### src/verilog/sawdt_defines.svh
// offsets, fields, reset values and timing constants of the sleep-aware watchdog
// Operation
// - clear counter when device enters sleep
// - enabled in sleep: keep counting from zero
// - clear counter again when leaving sleep
// - timeout in sleep wakes, no reset
// - timeout updates timeout, powerdown, reset flags
// - hold cleared when mode off or soft-disabled
// - awake-only mode clears counter entering sleep
// - clear counter on sleep exit
// - oscillator divider change leaves counter alone
// - period select doubles ratio from 1:32
// - reserved period codes act as 1:32
// - period select resets to 1:65536
// - soft enable only counts in software mode
// - control bits 7:6 read zero
// - prescaler ticks from 31 kHz oscillator
// - mode bits: on, awake-only, software, off
// - clear on reset, clear instruction, osc fail
// - awake timeout without clear resets device
`ifndef SAWDT_DEFINES_SVH
`define SAWDT_DEFINES_SVH

`define SAWDT_CLK_HZ        40000000
`define SAWDT_LFOSC_HZ      31000
`define SAWDT_TICK_DIV      (`SAWDT_CLK_HZ / `SAWDT_LFOSC_HZ)
`define SAWDT_TICK_W        11

`define SAWDT_ADDR_W        12
`define SAWDT_OFF_CTRL      12'h000
`define SAWDT_OFF_CONFIG    12'h004
`define SAWDT_OFF_STATUS    12'h008
`define SAWDT_OFF_CMD       12'h00c
`define SAWDT_OFF_COUNT     12'h010

`define SAWDT_CTRL_PS       5:1
`define SAWDT_CTRL_SWEN     0
`define SAWDT_CFG_MODE      1:0
`define SAWDT_ST_TIMEOUT    0
`define SAWDT_ST_PWRDN      1
`define SAWDT_ST_WDRST      2
`define SAWDT_ST_ASLEEP     3
`define SAWDT_ST_ACTIVE     4
`define SAWDT_CMD_CLEAR     0

`define SAWDT_PS_RESET      5'h0b
`define SAWDT_SWEN_RESET    1'b0
`define SAWDT_CFG_RESET     2'h3

`define SAWDT_MODE_ON       2'h3
`define SAWDT_MODE_AWAKE    2'h2
`define SAWDT_MODE_SOFT     2'h1
`define SAWDT_MODE_OFF      2'h0

`define SAWDT_PS_MAX        5'h12
`define SAWDT_MIN_RATIO     24'h000020
`define SAWDT_CNT_W         23

`endif

### src/verilog/sawdt_pkg.sv
// types shared by the sleep-aware watchdog modules
`include "sawdt_defines.svh"
package sawdt_pkg;

  typedef enum logic {
    SAWDT_AWAKE,
    SAWDT_ASLEEP
  } sawdt_power_t;

  typedef struct packed {
    logic [`SAWDT_TICK_W-1:0] count;
    logic                     tick;
  } sawdt_tick_state_t;

  typedef struct packed {
    logic [4:0]               period_select;
    logic                     soft_enable;
    logic [1:0]               config_mode_bits;
    logic                     timeout_flag;
    logic                     powerdown_flag;
    logic                     wd_reset_flag;
    sawdt_power_t             power;
    logic [`SAWDT_CNT_W-1:0]  count;
    logic [31:0]              rdata;
    logic                     wdt_reset;
    logic                     wake;
  } sawdt_state_t;

endpackage

### src/verilog/sawdt_tick_gen.sv
// low-frequency oscillator tick: one-cycle enable every DIV system clocks
`timescale 1ns/1ps
`include "sawdt_defines.svh"
module sawdt_tick_gen #(
  parameter int unsigned DIV = `SAWDT_TICK_DIV
) (
  input  wire logic clk_in,
  input  wire logic rst_in,
  output logic      tick_out
);

  localparam logic [`SAWDT_TICK_W-1:0] LAST = `SAWDT_TICK_W'(DIV - 1);

  sawdt_pkg::sawdt_tick_state_t s_q;
  sawdt_pkg::sawdt_tick_state_t s_d;

  // free running: the watchdog time base never stops, even in sleep
  always_comb begin
    s_d = s_q;
    s_d.tick = 1'b0;
    if (s_q.count >= LAST) begin
      s_d.count = '0;
      s_d.tick  = 1'b1;
    end else begin
      s_d.count = s_q.count + `SAWDT_TICK_W'(1);
    end
  end

  always_ff @(posedge clk_in or posedge rst_in) begin
    if (rst_in) begin
      s_q <= '0;
    end else begin
      s_q <= s_d;
    end
  end

  assign tick_out = s_q.tick;

endmodule

### src/verilog/sawdt_top.sv
// sleep-aware watchdog timer with apb register slave
//
// Local design decisions: the APB register port and the placing of the registers.
`timescale 1ns/1ps
`include "sawdt_defines.svh"
module sawdt_top #(
  parameter int unsigned TICK_DIV = `SAWDT_TICK_DIV
) (
  input  wire logic                     SYS_CLK_IN,
  input  wire logic                     RESET_IN,
  input  wire logic                     PSEL_IN,
  input  wire logic                     PENABLE_IN,
  input  wire logic                     PWRITE_IN,
  input  wire logic [`SAWDT_ADDR_W-1:0] PADDR_IN,
  input  wire logic [31:0]              PWDATA_IN,
  output logic                          PREADY_OUT,
  output logic [31:0]                   PRDATA_OUT,
  output logic                          PSLVERR_OUT,
  input  wire logic                     SLEEP_ENTER_IN,
  input  wire logic                     WAKE_EVENT_IN,
  input  wire logic                     CLEAR_INSTR_IN,
  input  wire logic                     OSC_FAIL_IN,
  output logic                          WDT_RESET_OUT,
  output logic                          WAKE_OUT,
  output logic                          ASLEEP_OUT,
  output logic                          ACTIVE_OUT
);

  sawdt_pkg::sawdt_state_t s_q;
  sawdt_pkg::sawdt_state_t s_d;

  logic                    lf_tick;
  logic                    setup_ph;
  logic                    access_ph;
  logic                    mapped;
  logic                    wr_en;
  logic                    active;
  logic [4:0]              shift_amt;
  logic [23:0]             ratio;
  logic [`SAWDT_CNT_W-1:0] last;
  logic                    clear_now;
  logic                    timeout_now;
  logic [31:0]             rd_mux;
  logic [31:0]             w1c;

  sawdt_tick_gen #(
    .DIV      (TICK_DIV)
  ) u_tick (
    .clk_in   (SYS_CLK_IN),
    .rst_in   (RESET_IN),
    .tick_out (lf_tick)
  );

  // apb decode; every access completes with no wait state
  always_comb begin
    setup_ph  = PSEL_IN && !PENABLE_IN;
    access_ph = PSEL_IN && PENABLE_IN;
    case (PADDR_IN)
      `SAWDT_OFF_CTRL,
      `SAWDT_OFF_CONFIG,
      `SAWDT_OFF_STATUS,
      `SAWDT_OFF_CMD,
      `SAWDT_OFF_COUNT: mapped = 1'b1;
      default:          mapped = 1'b0;
    endcase
    wr_en = access_ph && PWRITE_IN && mapped;
  end

  // watchdog activity per mode and power state
  always_comb begin
    case (s_q.config_mode_bits)
      `SAWDT_MODE_ON:    active = 1'b1;
      `SAWDT_MODE_AWAKE: active = (s_q.power == sawdt_pkg::SAWDT_AWAKE);
      `SAWDT_MODE_SOFT:  active = s_q.soft_enable;
      `SAWDT_MODE_OFF:   active = 1'b0;
      default:           active = 1'b0;
    endcase
  end

  // terminal count: ratio of 32 doubled per code, reserved codes fold to 32
  always_comb begin
    if (s_q.period_select > `SAWDT_PS_MAX) begin
      shift_amt = 5'h00;
    end else begin
      shift_amt = s_q.period_select;
    end
    ratio = `SAWDT_MIN_RATIO << shift_amt;
    last  = `SAWDT_CNT_W'(ratio - 24'h000001);
  end

  always_comb begin
    clear_now = CLEAR_INSTR_IN || OSC_FAIL_IN
              || (wr_en && PADDR_IN == `SAWDT_OFF_CMD && PWDATA_IN[`SAWDT_CMD_CLEAR]);
    // at or past the end: a period shortened under a running count still fires
    timeout_now = active && !clear_now && lf_tick && (s_q.count >= last);
  end

  always_comb begin
    rd_mux = 32'h0000_0000;
    case (PADDR_IN)
      `SAWDT_OFF_CTRL: begin
        // bits 7:6 and above stay zero
        rd_mux[`SAWDT_CTRL_PS]   = s_q.period_select;
        rd_mux[`SAWDT_CTRL_SWEN] = s_q.soft_enable;
      end
      `SAWDT_OFF_CONFIG: begin
        rd_mux[`SAWDT_CFG_MODE] = s_q.config_mode_bits;
      end
      `SAWDT_OFF_STATUS: begin
        rd_mux[`SAWDT_ST_TIMEOUT] = s_q.timeout_flag;
        rd_mux[`SAWDT_ST_PWRDN]   = s_q.powerdown_flag;
        rd_mux[`SAWDT_ST_WDRST]   = s_q.wd_reset_flag;
        rd_mux[`SAWDT_ST_ASLEEP]  = (s_q.power == sawdt_pkg::SAWDT_ASLEEP);
        rd_mux[`SAWDT_ST_ACTIVE]  = active;
      end
      `SAWDT_OFF_COUNT: begin
        rd_mux[`SAWDT_CNT_W-1:0] = s_q.count;
      end
      default: begin
        rd_mux = 32'h0000_0000;
      end
    endcase
  end

  always_comb begin
    if (wr_en && PADDR_IN == `SAWDT_OFF_STATUS) begin
      w1c = PWDATA_IN;
    end else begin
      w1c = 32'h0000_0000;
    end
  end

  always_comb begin
    s_d = s_q;
    s_d.wdt_reset = 1'b0;
    s_d.wake      = 1'b0;

    // read data registered in the setup phase, held through access
    if (setup_ph) begin
      s_d.rdata = rd_mux;
    end

    // register writes; the divider of the cpu clock is not seen here at all
    if (wr_en && PADDR_IN == `SAWDT_OFF_CTRL) begin
      s_d.period_select = PWDATA_IN[`SAWDT_CTRL_PS];
      s_d.soft_enable   = PWDATA_IN[`SAWDT_CTRL_SWEN];
    end
    if (wr_en && PADDR_IN == `SAWDT_OFF_CONFIG) begin
      s_d.config_mode_bits = PWDATA_IN[`SAWDT_CFG_MODE];
    end

    // software clears flags by writing one; hardware set below wins
    if (w1c[`SAWDT_ST_TIMEOUT]) begin
      s_d.timeout_flag = 1'b0;
    end
    if (w1c[`SAWDT_ST_PWRDN]) begin
      s_d.powerdown_flag = 1'b0;
    end
    if (w1c[`SAWDT_ST_WDRST]) begin
      s_d.wd_reset_flag = 1'b0;
    end

    // counter: held clear while inactive, cleared on clear sources
    if (!active) begin
      s_d.count = '0;
    end else if (clear_now) begin
      s_d.count = '0;
    end else if (lf_tick) begin
      if (timeout_now) begin
        s_d.count = '0;
      end else begin
        s_d.count = s_q.count + `SAWDT_CNT_W'(1);
      end
    end

    if (timeout_now) begin
      s_d.timeout_flag = 1'b1;
      if (s_q.power == sawdt_pkg::SAWDT_ASLEEP) begin
        // wake instead of reset; leaving sleep clears the counter
        s_d.wake           = 1'b1;
        s_d.power          = sawdt_pkg::SAWDT_AWAKE;
        s_d.powerdown_flag = 1'b1;
        s_d.count          = '0;
      end else begin
        s_d.wdt_reset     = 1'b1;
        s_d.wd_reset_flag = 1'b1;
      end
    end else if (s_q.power == sawdt_pkg::SAWDT_AWAKE && SLEEP_ENTER_IN) begin
      s_d.power = sawdt_pkg::SAWDT_ASLEEP;
      s_d.count = '0;
    end else if (s_q.power == sawdt_pkg::SAWDT_ASLEEP && WAKE_EVENT_IN) begin
      // every system clock source counts as one that clears on exit
      s_d.power = sawdt_pkg::SAWDT_AWAKE;
      s_d.count = '0;
    end
  end

  always_ff @(posedge SYS_CLK_IN or posedge RESET_IN) begin
    if (RESET_IN) begin
      s_q                  <= '0;
      s_q.period_select    <= `SAWDT_PS_RESET;
      s_q.soft_enable      <= `SAWDT_SWEN_RESET;
      s_q.config_mode_bits <= `SAWDT_CFG_RESET;
      s_q.power            <= sawdt_pkg::SAWDT_AWAKE;
    end else begin
      s_q <= s_d;
    end
  end

  assign PREADY_OUT    = 1'b1;
  assign PSLVERR_OUT   = access_ph && !mapped;
  assign PRDATA_OUT    = s_q.rdata;
  assign WDT_RESET_OUT = s_q.wdt_reset;
  assign WAKE_OUT      = s_q.wake;
  assign ASLEEP_OUT    = (s_q.power == sawdt_pkg::SAWDT_ASLEEP);
  assign ACTIVE_OUT    = active;

endmodule

### config.mk
export PLATFORM = sky130hd
export DESIGN_NAME = sawdt_top
export DESIGN_NICKNAME = d
export VERILOG_FILES = /design/src/verilog/sawdt_pkg.sv /design/src/verilog/sawdt_tick_gen.sv /design/src/verilog/sawdt_top.sv
export VERILOG_INCLUDE_DIRS = /design/src /design/src/verilog
export SDC_FILE = /design/constraint.sdc
export NUM_CORES = 1
export LEC_CHECK = 0
export BUFFER_PORTS_ARGS = -buffer_cell sky130_fd_sc_hd__buf_2
export CAP_MARGIN = 30
export CORE_MARGIN = 2
export CORE_UTILIZATION = 50
export CTS_BUF_LIST = sky130_fd_sc_hd__clkbuf_16
export DETAILED_ROUTE_END_ITERATION = 6
export PLACE_DENSITY = 0.77
export SLEW_MARGIN = 10
export SYNTH_ARGS = -nofsm -noshare
export SYNTH_HDL_FRONTEND = slang
export SYNTH_SLANG_ARGS = --single-unit
export TNS_END_PERCENT = 1
### constraint.sdc
create_clock -name SYS_CLK_IN -period 3.7 [get_ports SYS_CLK_IN]
set_clock_uncertainty 0.05 [all_clocks]
set_input_delay 1.11 -clock SYS_CLK_IN [delete_from_list [all_inputs] [get_ports SYS_CLK_IN]]
set_output_delay 1.11 -clock SYS_CLK_IN [all_outputs]
set_load 0.1 [all_outputs]
==> run summary <==
Outcome - finished, final reports clean
Most common cell after layout, fill and taps aside - dfrtp_1
Site Rows - 34
Die area - 0.009713 mm^2
Clock Sinks - 72
Ys async rst share - 100.0%
PwrDens - 345.8 mW/mm^2
Worst-path clk slew - 0.06 ns
Final Hold Fails - 0
Synth Warn # - 0
Slowest cell on the critical path - dfstp_2
Critical path arrival - 3.72 ns
Worst reg2reg path startpoint - s_q[67]
Synth top area cells - dfrtp_1 (38%), ha_1 (6.2%), buf_4 (5.5%), xor2_1 (4.7%), nor2_1 (3.9%)
Initial core utilization - 51.51%
CTS tree - yes
Post-synth top area cell - dfrtp_1
Post-synth top flop - dfrtp_1
Worst slew margin - 50.54%
Initial antenna violation count - 0
Post-synthesis sequential area ratio - 40.44%
Buffers & Inverters on Critical Path - 1
Cell variety after synth - 59
Reg2reg end - s_q[42]
Die Ht - 98.56 um
Slowest cell delay on critical path - 0.63 ns
Skew-Pair Late Insertion Delay - 0.33 ns
GRT Residual Overflow - 0
Cell family with most CP delay - simple AND/OR/NAND/NOR gates
Share of post-route cells with drive strength above 1 - 22.41%
Longest Clk Path Bufs - 2
Crit end category - register
Post-Syn Instances - 481
# IOs - 91
Max IR drop VDD - 0.2334 mV
Post-layout minimum cycle time - 3.536 ns
Worst Tran Pin Value - 0.7404 ns
Drt wl/cell - 14.98 um
CP required - 3.88 ns
Drt pass-1 iters - 4
DRT Wirelength - 9436 um
Slew Viols, Final - 0
Max frequency - 282.8 MHz
DRT iter0 DRCs - 131
CP max FO - 22
Nets - 592
Hold Path Depth - 2
Post-Syn Area - 0.004471 mm^2
First-pass GRT wire length - 16,060 um
H-tree depth - 3
Number of synthesized flops with an enable pin - 0
Hpwl dp - 7023 um
CP Cell Sequence - nor2_1, nand2_1, nand2_1, and2_1, ha_1, nor2_1, nand3_1, a21oi_1, a21oi_1, ha_1, and3_1, o311a_1, o31ai_4, a31oi_2, buf_6, nor3_1
Total power - 1.745 mW
Total GRT Usage - 20.07%
Die W - 98.56 um
Worst r2r path cells - 16
Residual DRC count - 0
Synth top area share - 37.50%
Synth Register Bits - 72
Final cell count without fillers - 630
Via Count - 3,614
Diode count - 0
Worst hold path type - reg2reg
Startpoint types - register
Cell leakage power - 2.392 nW
Core area - 0.008678 mm^2
CP Depth - 16
# Max-Cap Violations - 0
Dpl cells - 608
RSZ-0062 raised after global routing - yes
Largest net degree at the start of global routing - 37
Vias in the first global route - 3,406
Hold Startpoint - PRDATA_OUT[3]
Final Wtd Congestion - 0.8326
Root buffer cell - clkbuf_16
FF-to-FF setup slack - 0.16 ns
CTS Buf Count - 9
Synthesis-to-finish area growth - 12.85%
Hold EP - PRDATA_OUT[3]
Crit Path Category - reg2reg
Most frequent cells in the layout - dfrtp_1 (67), buf_2 (54), nor2_1 (46), nand2_1 (31), xor2_1 (24)
Vias per cell - 5.737
Avg Cell Area, Syn - 9.294 um^2
Setup violations, final - 0
Count of input and output buffers - 54
Antenna-violating nets left - 0
Post-route clock period utilization - 95.57%
[layout make-up]
cell class / instances / area [um^2]
Timing Repair Buffer: 74 / 424.2
Clock inverter: 7 / 62.56
Fill cell: 721 / 3633
Clock buffer: 9 / 225.2
Tap cell: 108 / 135.1
Multi-Input combinational cell: 348 / 2345
Sequential cell: 72 / 1808
Inverter: 12 / 45.04
[cell usage after synthesis (14+ instances only)]
library cell,n
nand3_1,23
clkbuf_1,14
dfrtp_1,67
a21oi_1,21
a22o_1,19
nand4_1,14
nand2_1,31
ha_1,22
buf_4,33
nor3_1,26
nor2_1,47
xor2_1,24
[stage by stage]
stage / setup TNS (ns) / hold WS (ns) / util [%] / worst slack [ns] / instance area (um^2)
3_3_place_gp: 0 / 0.4139 / 53.75 / 0.2413 / 4664
2_1_floorplan: 0 / 0.3945 / - / 0.04147 / 4503
5_1_grt: -0.2688 / 0.4616 / 58.13 / -0.04376 / 5045
6_report: 0 / 0.4390 / 58.13 / 0.1640 / 5045
3_5_place_dp: 0 / 0.4237 / 53.75 / 0.1118 / 4664
4_1_cts: 0 / 0.4369 / 57.06 / 0.007986 / 4952
[timing repair]
item,CTS,global route
hold buffers,0,0
setup endpoints to repair,0,27
buffers inserted,0,6
resized for setup,0,9
[cell families after synthesis]
logic type	count (synthesis)	synth area share, %
XOR/XNOR	31	6.073
adder cells (fa/ha/maj)	22	6.157
AND/OR/NAND/NOR	188	21.77
other	2	0.1680
multiplexers	13	3.079
AO/OA/AOI/OAI	84	13.49
flip-flops	72	40.44
buffers and inverters	69	8.816
[report_power, final]
group	total [mW]	internal (mW)	switching [mW]
sequential	0.794	0.790	0.00396
combinational	0.128	0.0234	0.105
clock	0.823	0.514	0.309
[layer usage]
| layer | share of wire, % | global-route usage (%) | vias up |
|---|---|---|---|
| met5 | 0 | 0 | - |
| met4 | 1.7 | 6.006 | 0 |
| met3 | 4.5 | 3.262 | 17 |
| met2 | 47 | 33.39 | 116 |
| met1 | 46 | 27.11 | 1712 |
| li1 | - | - | 1769 |
[worst register-to-register path: cells and delay by family (launching register included)]
kind | cells | cell delay, ns
AND/OR/NAND/NOR | 8 | 1.11
adder cells (fa/ha/maj) | 2 | 0.50
flip-flops | 1 | 0.63
AO/OA/AOI/OAI | 5 | 0.95
buffers and inverters | 1 | 0.18
[how the worst max path moves through the flow]
stage	from	endpoint	slack, ns
3_5_place_dp	s_q[66]	s_q[39]	0.11
5_1_grt	s_q[67]	s_q[49]	-0.04
3_3_place_gp	s_q[64]	s_q[50]	0.24
4_1_cts	s_q[66]	s_q[46]	0.008
2_1_floorplan	ASLEEP_OUT	ACTIVE_OUT	0.04
6_report	s_q[67]	s_q[42]	0.16
[registers in the layout (all words and copies together), names as in the netlist]
register	count
u_tick.s_q	11
PRDATA_OUT	23
ASLEEP_OUT	1
u_tick.tick_out	1
WDT_RESET_OUT	1
s_q	34
WAKE_OUT	1
No activity file was read; power rests on OpenSTA's default activity.
